==> src/hw/dcts_pkg.sv <==
package dcts_pkg;
  // ------------------------------------------------------------
  // Register offsets
  // ------------------------------------------------------------
  localparam logic [7:0] DCTS_OFS_DC_TERM = 8'h1A;
  localparam logic [7:0] DCTS_OFS_RSVD = 8'h1B;
  localparam logic [7:0] DCTS_OFS_CURRENT = 8'h1C;
  localparam logic [7:0] DCTS_OFS_VOLTAGE = 8'h1D;
  // ------------------------------------------------------------
  // Field positions and reset values
  // ------------------------------------------------------------
  localparam int DCTS_POS_TERM_V = 6;
  localparam int DCTS_POS_MIN_I = 4;
  localparam int DCTS_POS_LIMIT = 1;
  localparam int DCTS_POS_IMPED = 0;
  localparam logic [1:0] DCTS_RSVD_BITS = 2'h0;
  localparam logic [7:0] DCTS_DC_TERM_RST = 8'h00;
  localparam logic [7:0] DCTS_RSVD_RST = 8'h00;
  localparam logic [7:0] DCTS_MEAS_RST = 8'h00;
  localparam logic [7:0] DCTS_RDATA_IDLE = 8'h00;
  localparam logic [7:0] DCTS_NO_READING = 8'h00;
  // ------------------------------------------------------------
  // Physical figures
  // ------------------------------------------------------------
  localparam logic [11:0] DCTS_TERM_MV_0 = 12'hC1C;
  localparam logic [11:0] DCTS_TERM_MV_1 = 12'hC80;
  localparam logic [11:0] DCTS_TERM_MV_2 = 12'hD16;
  localparam logic [11:0] DCTS_TERM_MV_3 = 12'hDAC;
  localparam logic [4:0] DCTS_MIN_MA_0 = 5'h0A;
  localparam logic [4:0] DCTS_MIN_MA_1 = 5'h0C;
  localparam logic [4:0] DCTS_MIN_MA_2 = 5'h0E;
  localparam logic [4:0] DCTS_MIN_MA_3 = 5'h10;
  localparam logic [6:0] DCTS_LIMIT_MA = 7'h3C;
  localparam logic [6:0] DCTS_NO_LIMIT_MA = 7'h00;
  localparam logic [18:0] DCTS_UA_PER_LSB = 19'h0044C;
  // ------------------------------------------------------------
  // Carriers
  // ------------------------------------------------------------
  typedef struct packed {
    logic [1:0] terminal_voltage_select;
    logic [1:0] min_loop_current_select;
    logic loop_current_limit_en;
    logic dc_impedance_select;
  } dcts_ctrl_t;
  typedef struct packed {
    logic [7:0] loop_current_value;
    logic [7:0] line_voltage_value;
  } dcts_meas_t;
endpackage

==> src/hw/dcts_ctrl_dec.sv <==
`timescale 1ns/1ns
module dcts_ctrl_dec import dcts_pkg::*; (
  input wire logic clk_in,
  input wire logic rst_n_in,
  input wire dcts_ctrl_t ctrl_in,
  input wire logic [7:0] current_in,
  output logic [11:0] term_mv_out,
  output logic [4:0] min_ma_out,
  output logic [6:0] limit_ma_out,
  output logic [18:0] current_ua_out
);
  typedef struct packed {
    logic [11:0] term_mv;
    logic [4:0] min_ma;
    logic [6:0] limit_ma;
    logic [18:0] current_ua;
  } dcts_dec_st_t;
  dcts_dec_st_t st;
  dcts_dec_st_t next_st;
  always_comb begin
    next_st = st;
    unique case (ctrl_in.terminal_voltage_select)
      2'h0: next_st.term_mv = DCTS_TERM_MV_0;
      2'h1: next_st.term_mv = DCTS_TERM_MV_1;
      2'h2: next_st.term_mv = DCTS_TERM_MV_2;
      2'h3: next_st.term_mv = DCTS_TERM_MV_3;
    endcase
    unique case (ctrl_in.min_loop_current_select)
      2'h0: next_st.min_ma = DCTS_MIN_MA_0;
      2'h1: next_st.min_ma = DCTS_MIN_MA_1;
      2'h2: next_st.min_ma = DCTS_MIN_MA_2;
      2'h3: next_st.min_ma = DCTS_MIN_MA_3;
    endcase
    next_st.limit_ma = ctrl_in.loop_current_limit_en ? DCTS_LIMIT_MA : DCTS_NO_LIMIT_MA;
    next_st.current_ua = 19'({11'h000, current_in} * DCTS_UA_PER_LSB);
  end
  always_ff @(posedge clk_in) begin
    if (!rst_n_in) begin
      st <= '{DCTS_TERM_MV_0, DCTS_MIN_MA_0, DCTS_NO_LIMIT_MA, 19'h00000};
    end else begin
      st <= next_st;
    end
  end
  assign term_mv_out = st.term_mv;
  assign min_ma_out = st.min_ma;
  assign limit_ma_out = st.limit_ma;
  assign current_ua_out = st.current_ua;
endmodule

==> src/hw/dcts_meas_cap.sv <==
`timescale 1ns/1ns
module dcts_meas_cap import dcts_pkg::*; (
  input wire logic clk_in,
  input wire logic rst_n_in,
  input wire logic valid_in,
  input wire dcts_meas_t meas_in,
  output dcts_meas_t meas_out,
  output logic low_current_out,
  output logic no_line_out,
  output logic reversal_out
);
  typedef struct packed {
    dcts_meas_t meas;
    logic primed;
    logic low_current;
    logic no_line;
    logic reversal;
  } dcts_cap_st_t;
  dcts_cap_st_t st;
  dcts_cap_st_t next_st;
  always_comb begin
    next_st = st;
    next_st.reversal = 1'b0;
    // Sampled whatever the hook state
    if (valid_in) begin
      next_st.meas = meas_in;
      next_st.primed = 1'b1;
      next_st.low_current = (meas_in.loop_current_value == DCTS_NO_READING);
      next_st.no_line = (meas_in.line_voltage_value == DCTS_NO_READING);
      // First sample only arms the detector
      next_st.reversal = st.primed &&
        (meas_in.line_voltage_value[7] != st.meas.line_voltage_value[7]);
    end
  end
  always_ff @(posedge clk_in) begin
    if (!rst_n_in) begin
      st <= '{'{DCTS_MEAS_RST, DCTS_MEAS_RST}, 1'b0, 1'b1, 1'b1, 1'b0};
    end else begin
      st <= next_st;
    end
  end
  assign meas_out = st.meas;
  assign low_current_out = st.low_current;
  assign no_line_out = st.no_line;
  assign reversal_out = st.reversal;
endmodule

==> src/hw/dcts_regs.sv <==
// Design decision made here: strobed register access.
`timescale 1ns/1ns
module dcts_regs import dcts_pkg::*; (
  input wire logic MCLK_IN,
  input wire logic NRST_IN,
  input wire logic [7:0] REG_ADDR_IN,
  input wire logic [7:0] REG_WDATA_IN,
  input wire logic REG_WR_IN,
  input wire logic REG_RD_IN,
  input wire logic MEAS_VALID_IN,
  input wire dcts_meas_t MEAS_IN,
  output logic [7:0] REG_RDATA_OUT,
  output dcts_ctrl_t CTRL_OUT,
  output dcts_meas_t MEAS_OUT,
  output logic [11:0] DC_TERMINATION_PIN_MV_OUT,
  output logic [4:0] MIN_LOOP_CURRENT_MA_OUT,
  output logic [6:0] CURRENT_LIMIT_MA_OUT,
  output logic [18:0] LOOP_CURRENT_UA_OUT,
  output logic LOW_LOOP_CURRENT_OUT,
  output logic NO_LINE_OUT,
  output logic LINE_POLARITY_OUT,
  output logic POLARITY_REVERSAL_OUT
);
  // ------------------------------------------------------------
  // State
  // ------------------------------------------------------------
  typedef struct packed {
    dcts_ctrl_t ctrl;
    logic [7:0] rsvd;
    logic [7:0] rdata;
  } dcts_reg_st_t;
  dcts_reg_st_t st;
  dcts_reg_st_t next_st;
  dcts_meas_t meas;
  logic [7:0] term_image;
  logic [7:0] read_value;

  // ------------------------------------------------------------
  // Measurement path and decode
  // ------------------------------------------------------------
  dcts_meas_cap u_cap (
    .clk_in(MCLK_IN),
    .rst_n_in(NRST_IN),
    .valid_in(MEAS_VALID_IN),
    .meas_in(MEAS_IN),
    .meas_out(meas),
    .low_current_out(LOW_LOOP_CURRENT_OUT),
    .no_line_out(NO_LINE_OUT),
    .reversal_out(POLARITY_REVERSAL_OUT)
  );

  dcts_ctrl_dec u_dec (
    .clk_in(MCLK_IN),
    .rst_n_in(NRST_IN),
    .ctrl_in(st.ctrl),
    .current_in(meas.loop_current_value),
    .term_mv_out(DC_TERMINATION_PIN_MV_OUT),
    .min_ma_out(MIN_LOOP_CURRENT_MA_OUT),
    .limit_ma_out(CURRENT_LIMIT_MA_OUT),
    .current_ua_out(LOOP_CURRENT_UA_OUT)
  );

  // ------------------------------------------------------------
  // Read image
  // ------------------------------------------------------------
  always_comb begin
    term_image = {st.ctrl.terminal_voltage_select,
                  st.ctrl.min_loop_current_select,
                  DCTS_RSVD_BITS,
                  st.ctrl.loop_current_limit_en,
                  st.ctrl.dc_impedance_select};
  end

  always_comb begin
    case (REG_ADDR_IN)
      DCTS_OFS_DC_TERM: begin
        read_value = term_image;
      end
      DCTS_OFS_RSVD: begin
        read_value = st.rsvd;
      end
      DCTS_OFS_CURRENT: begin
        read_value = meas.loop_current_value;
      end
      DCTS_OFS_VOLTAGE: begin
        read_value = meas.line_voltage_value;
      end
      default: begin
        read_value = DCTS_RDATA_IDLE;
      end
    endcase
  end

  // ------------------------------------------------------------
  // Register writes and read return
  // ------------------------------------------------------------
  always_comb begin
    next_st = st;
    next_st.rdata = DCTS_RDATA_IDLE;
    if (REG_WR_IN) begin
      case (REG_ADDR_IN)
        DCTS_OFS_DC_TERM: begin
          next_st.ctrl.terminal_voltage_select =
            REG_WDATA_IN[DCTS_POS_TERM_V +: 2];
          next_st.ctrl.min_loop_current_select =
            REG_WDATA_IN[DCTS_POS_MIN_I +: 2];
          next_st.ctrl.loop_current_limit_en =
            REG_WDATA_IN[DCTS_POS_LIMIT];
          next_st.ctrl.dc_impedance_select =
            REG_WDATA_IN[DCTS_POS_IMPED];
        end
        DCTS_OFS_RSVD: begin
          // Kept only so a stray write reads back
          next_st.rsvd = REG_WDATA_IN;
        end
        default: begin
          // Readings and unmapped addresses drop the write
          next_st.rsvd = st.rsvd;
        end
      endcase
    end
    if (REG_RD_IN) begin
      next_st.rdata = read_value;
    end
  end

  always_ff @(posedge MCLK_IN) begin
    if (!NRST_IN) begin
      st <= '{dcts_ctrl_t'({DCTS_DC_TERM_RST[7:4], DCTS_DC_TERM_RST[1:0]}),
              DCTS_RSVD_RST, DCTS_RDATA_IDLE};
    end else begin
      st <= next_st;
    end
  end

  // ------------------------------------------------------------
  // Outputs
  // ------------------------------------------------------------
  assign REG_RDATA_OUT = st.rdata;
  assign CTRL_OUT = st.ctrl;
  assign MEAS_OUT = meas;
  assign LINE_POLARITY_OUT = meas.line_voltage_value[7];

  logic past_rst_done;
  always_ff @(posedge MCLK_IN) begin
    past_rst_done <= NRST_IN;
  end
endmodule

==> config.mk <==
export PLATFORM = sky130hd
export DESIGN_NAME = dcts_regs
export DESIGN_NICKNAME = d
export VERILOG_FILES = /design/src/hw/dcts_pkg.sv /design/src/hw/dcts_ctrl_dec.sv /design/src/hw/dcts_meas_cap.sv /design/src/hw/dcts_regs.sv
export SDC_FILE = /design/constraint.sdc
export NUM_CORES = 1
export LEC_CHECK = 0
export ABC_AREA = 1
export BUFFER_PORTS_ARGS = -buffer_cell sky130_fd_sc_hd__buf_2
export CORE_UTILIZATION = 45
export DETAILED_ROUTE_END_ITERATION = 6
export HOLD_SLACK_MARGIN = 0.15
export PLACE_DENSITY = 0.73
export SLEW_MARGIN = 40
export SYNTH_ARGS = -nofsm -noshare
export SYNTH_HDL_FRONTEND = slang
export SYNTH_SLANG_ARGS = --single-unit
==> constraint.sdc <==
create_clock -name MCLK_IN -period 2.7 [get_ports MCLK_IN]
set_input_delay 0.27 -clock MCLK_IN [delete_from_list [all_inputs] [get_ports MCLK_IN]]
set_output_delay 0.27 -clock MCLK_IN [all_outputs]
set_load 0.05 [all_outputs]
==> load_flow_metrics.sql <==
INSERT INTO impl_metrics (metric_group, metric, value, unit) VALUES
('routing', 'drt_wl_total', '10600', 'um'),
('worst_setup_path', 'path_class', 'reg -> reg', ''),
('min_path', 'min_path_type', 'in -> reg', ''),
('grt', 'grt_first_pass_wirelength', '17100', 'um'),
('worst_setup_path', 'timing.critical_path.arrival', '3.05', 'ns'),
('worst_setup_path', 'worst_reg2reg_path_startpoint', 'u_cap.meas_out[14]', ''),
('yosys', 'synth.yosys.warnings', '0', ''),
('yosys', 'syn_area', '0.00416', 'mm2'),
('yosys', 'syn_area_per_cell', '7.49', 'um2'),
('worst_setup_path', 'timing.critical_path.required', '2.95', 'ns'),
('clock_network', 'clock_tree.htree_level_count', '3', ''),
('worst_setup_path', 'timing.critical_path.from', 'u_cap.meas_out[14]', ''),
('pwr', 'comb_power_share', '0.310', ''),
('yosys', 'ffs_latches_synth', '71', ''),
('yosys', 'netlist_instances', '555', ''),
('timing', 'final.setup_skew', '0.00841', 'ns'),
('pwr', 'ir_drop', '0.000234', 'V'),
('yosys', 'synth_async_reset_ratio', '0', ''),
('grt', 'grt-ovfl-total', '0', ''),
('routing', 'routed_via_count_divided_by_cell_count', '5.18', ''),
('routing', 'detail_route.drc_violations', '10', ''),
('placed_design', 'place_ws', '-0.160', 'ns'),
('timing', 'worst-slew-pin-transition', '0.731', 'ns'),
('grt', 'total_routing_usage_gr', '0.224', ''),
('routing', 'detail_route.wl_per_cell', '14.1', 'um'),
('clock_network', 'worstSkewPairLatency', '0.35', 'ns'),
('pwr', 'power.clock.fraction', '0.293', ''),
('pwr', 'proportion_of_power_drawn_by_flip_flops_and_latches', '0.398', ''),
('grt', 'initial_antenna_violation_count', '0', ''),
('final_layout', 'antenna_cells', '0', ''),
('placed_design', 'number_of_i_o_port_buffers', '102', ''),
('routing', 'drt-pass1-iter-count', '7', ''),
('worst_setup_path', 'r2r_cells', '18', ''),
('yosys', 'synth_cell_type_count', '24', ''),
('timing', 'maxClockFrequency', '358', 'MHz'),
('clock_network', 'cts_sinks', '71', ''),
('status', 'failing_checks', 'DRC, setup timing', ''),
('timing', 'tns', '-0.410', 'ns'),
('worst_setup_path', 'cp-start-kind', 'flop', ''),
('timing', 'final.min_clock_period', '2.79', 'ns'),
('floorplanning', 'num_io_pins', '114', ''),
('grt', 'grt_pass1_vias', '3605', ''),
('floorplanning', 'initial_utilization', '0.470', ''),
('floorplanning', 'placeableCoreArea', '0.00885', 'mm2'),
('timing', 'rsz_0062_raised_after_global_routing', 'yes', ''),
('floorplanning', 'die_height', '98.1', 'um'),
('floorplanning', 'die_w', '98.1', 'um'),
('status', 'outcome', 'finished with violations', ''),
('timing', 'timing.final.setup_violations', '7', ''),
('flow_run', 'total_of_max_cap_violations', '0', ''),
('placed_design', 'gp_congestion', '0.890', ''),
('placed_design', 'post-dp-hpwl', '7510', 'um'),
('final_layout', 'final_nets', '731', ''),
('timing', 'period_share', '1.03', ''),
('final_layout', 'layout_commonest_cell', 'buf_2', ''),
('clock_network', 'cts_inserted_buffers', '9', ''),
('routing', 'vias', '3904', ''),
('worst_setup_path', 'reg2reg_to', 'u_dec.current_ua_out[16]', ''),
('final_layout', 'fraction_of_layout_cells_with_a_size_suffix_above_1', '0.302', ''),
('final_layout', 'multi_input_comb_area', '0.00237', 'mm2'),
('floorplanning', 'fp-row-count', '34', ''),
('worst_setup_path', 'timing.critical_path.to', 'u_dec.current_ua_out[16]', ''),
('pwr', 'p_int', '1810', 'uW'),
('routing', 'drtAntennaViolNets', '0', ''),
('pwr', 'leakage', '0.00268', 'uW'),
('clock_network', 'worst_setup_hold_path_clk_slew', '0.08', 'ns'),
('yosys', 'synth.yosys.seq_area_share', '0.342', ''),
('worst_setup_path', 'timing.reg2reg.setup_slack', '-0.09', 'ns'),
('grt', 'largest_net_degree_at_the_start_of_global_routing', '48', ''),
('clock_network', 'cts_root_buf', 'clkbuf_8', ''),
('timing', 'final.setup.worst_slack', '-0.0941', 'ns');
[layer usage]
metal,track usage,routed length (um),vias to the layer above
li1,-,-,1899
met1,0.282,4620,1803
met2,0.374,5000,182
met3,0.0458,799,20
met4,0.0909,214,0
met5,0,0,-
[critical path, stage by stage, from the launching register on]
cell and delay, ns:
dfxtp_4 0.37, inv_4 0.04, ha_4 0.25, inv_2 0.03, fa_2 0.34, inv_2 0.06
fa_1 0.43, inv_2 0.10, ha_4 0.21, ha_4 0.31, nand2_4 0.09, inv_2 0.06
nand2_2 0.05, nand2_2 0.09, nand2_2 0.07, nand3_2 0.06, nand2_1 0.05, inv_1 0.05
nor2_1 0.03
[timing repair]
| item | in CTS | in global routing |
|---|---|---|
| endpoints found under the hold margin | 4 | 0 |
| pin swaps | 22 | 15 |
| buffers inserted | 3 | 0 |
| hold buffers | 6 | 0 |
| resized for setup | 44 | 14 |
| endpoints found under the setup margin | 9 | 11 |
[flip-flops by register name (all words and copies together) (netlist names)]
| signal | cells |
|---|---|
| CTRL_OUT | 6 |
| REG_RDATA_OUT | 8 |
| st | 8 |
| u_cap.low_current_out | 1 |
| u_cap.meas_out | 16 |
| u_cap.no_line_out | 1 |
| u_cap.reversal_out | 1 |
| u_cap.st | 1 |
| u_dec.current_ua_out | 17 |
| u_dec.limit_ma_out | 1 |
| u_dec.min_ma_out | 4 |
| u_dec.term_mv_out | 7 |
[cells by family after synthesis]
kind of cell	after synthesis	share of synthesized area
AO/OA/AOI/OAI	54	0.0671
flip-flops	71	0.342
adder cells (fa/ha/maj)	53	0.170
other	2	0.00181
XOR/XNOR	2	0.00421
buffers and inverters	127	0.157
AND/OR/NAND/NOR	246	0.257
[Yosys cell counts, drive strengths merged (2+ instances only)]
cell	n	area, um2
a21oi	30	150
buf	50	365
clkbuf	12	45.0
conb	2	7.51
dfxtp	71	1420
fa	6	120
ha	47	588
inv	65	244
nand2	106	398
nand3	50	250
nand4	17	106
nor2	63	236
nor3	9	71.3
o21ai	21	105
[layout make-up]
class                           instances  area share
Inverter                               65      0.0485
Timing Repair Buffer                  128       0.142
Tap cell                              108      0.0266
Clock inverter                          6      0.0121
Clock buffer                            9      0.0244
Multi-Input combinational cell        366       0.466
Sequential cell                        71       0.281
[worst min path at each step]
stage                            from                 end  slack, ns  cells after the start
after global placement    u_cap.st[3]  u_cap.reversal_out       0.44                      2
after CTS                  MEAS_IN[1]   u_cap.meas_out[1]       0.15                      3
after global routing       MEAS_IN[3]   u_cap.meas_out[3]       0.16                      3
after floorplan            MEAS_IN[6]   u_cap.no_line_out       0.37                      1
final                      MEAS_IN[1]   u_cap.meas_out[1]       0.16                      3
after detailed placement  u_cap.st[3]  u_cap.reversal_out       0.44                      2
[power by group through the flow]
stage	Clock, uW	Sequential [uW]	Combinational, uW
CTS	856	1140	847
finish	836	1140	885
global route	897	1140	942
detailed placement	0	1160	731
floorplan	0	1280	419
global placement	0	1160	721
[per-stage QoR]
step | total power, uW | hold WS [ns] | cell area (um2) | instances
detailed placement | 1890 | 0.438 | 4600 | 729
CTS | 2840 | 0.153 | 5050 | 753
global placement | 1880 | 0.438 | 4600 | 729
floorplan | 1700 | 0.369 | 4230 | 564
global route | 2980 | 0.157 | 5090 | 753
finish | 2860 | 0.162 | 5090 | 753
Power figures use the tool's default switching activity.
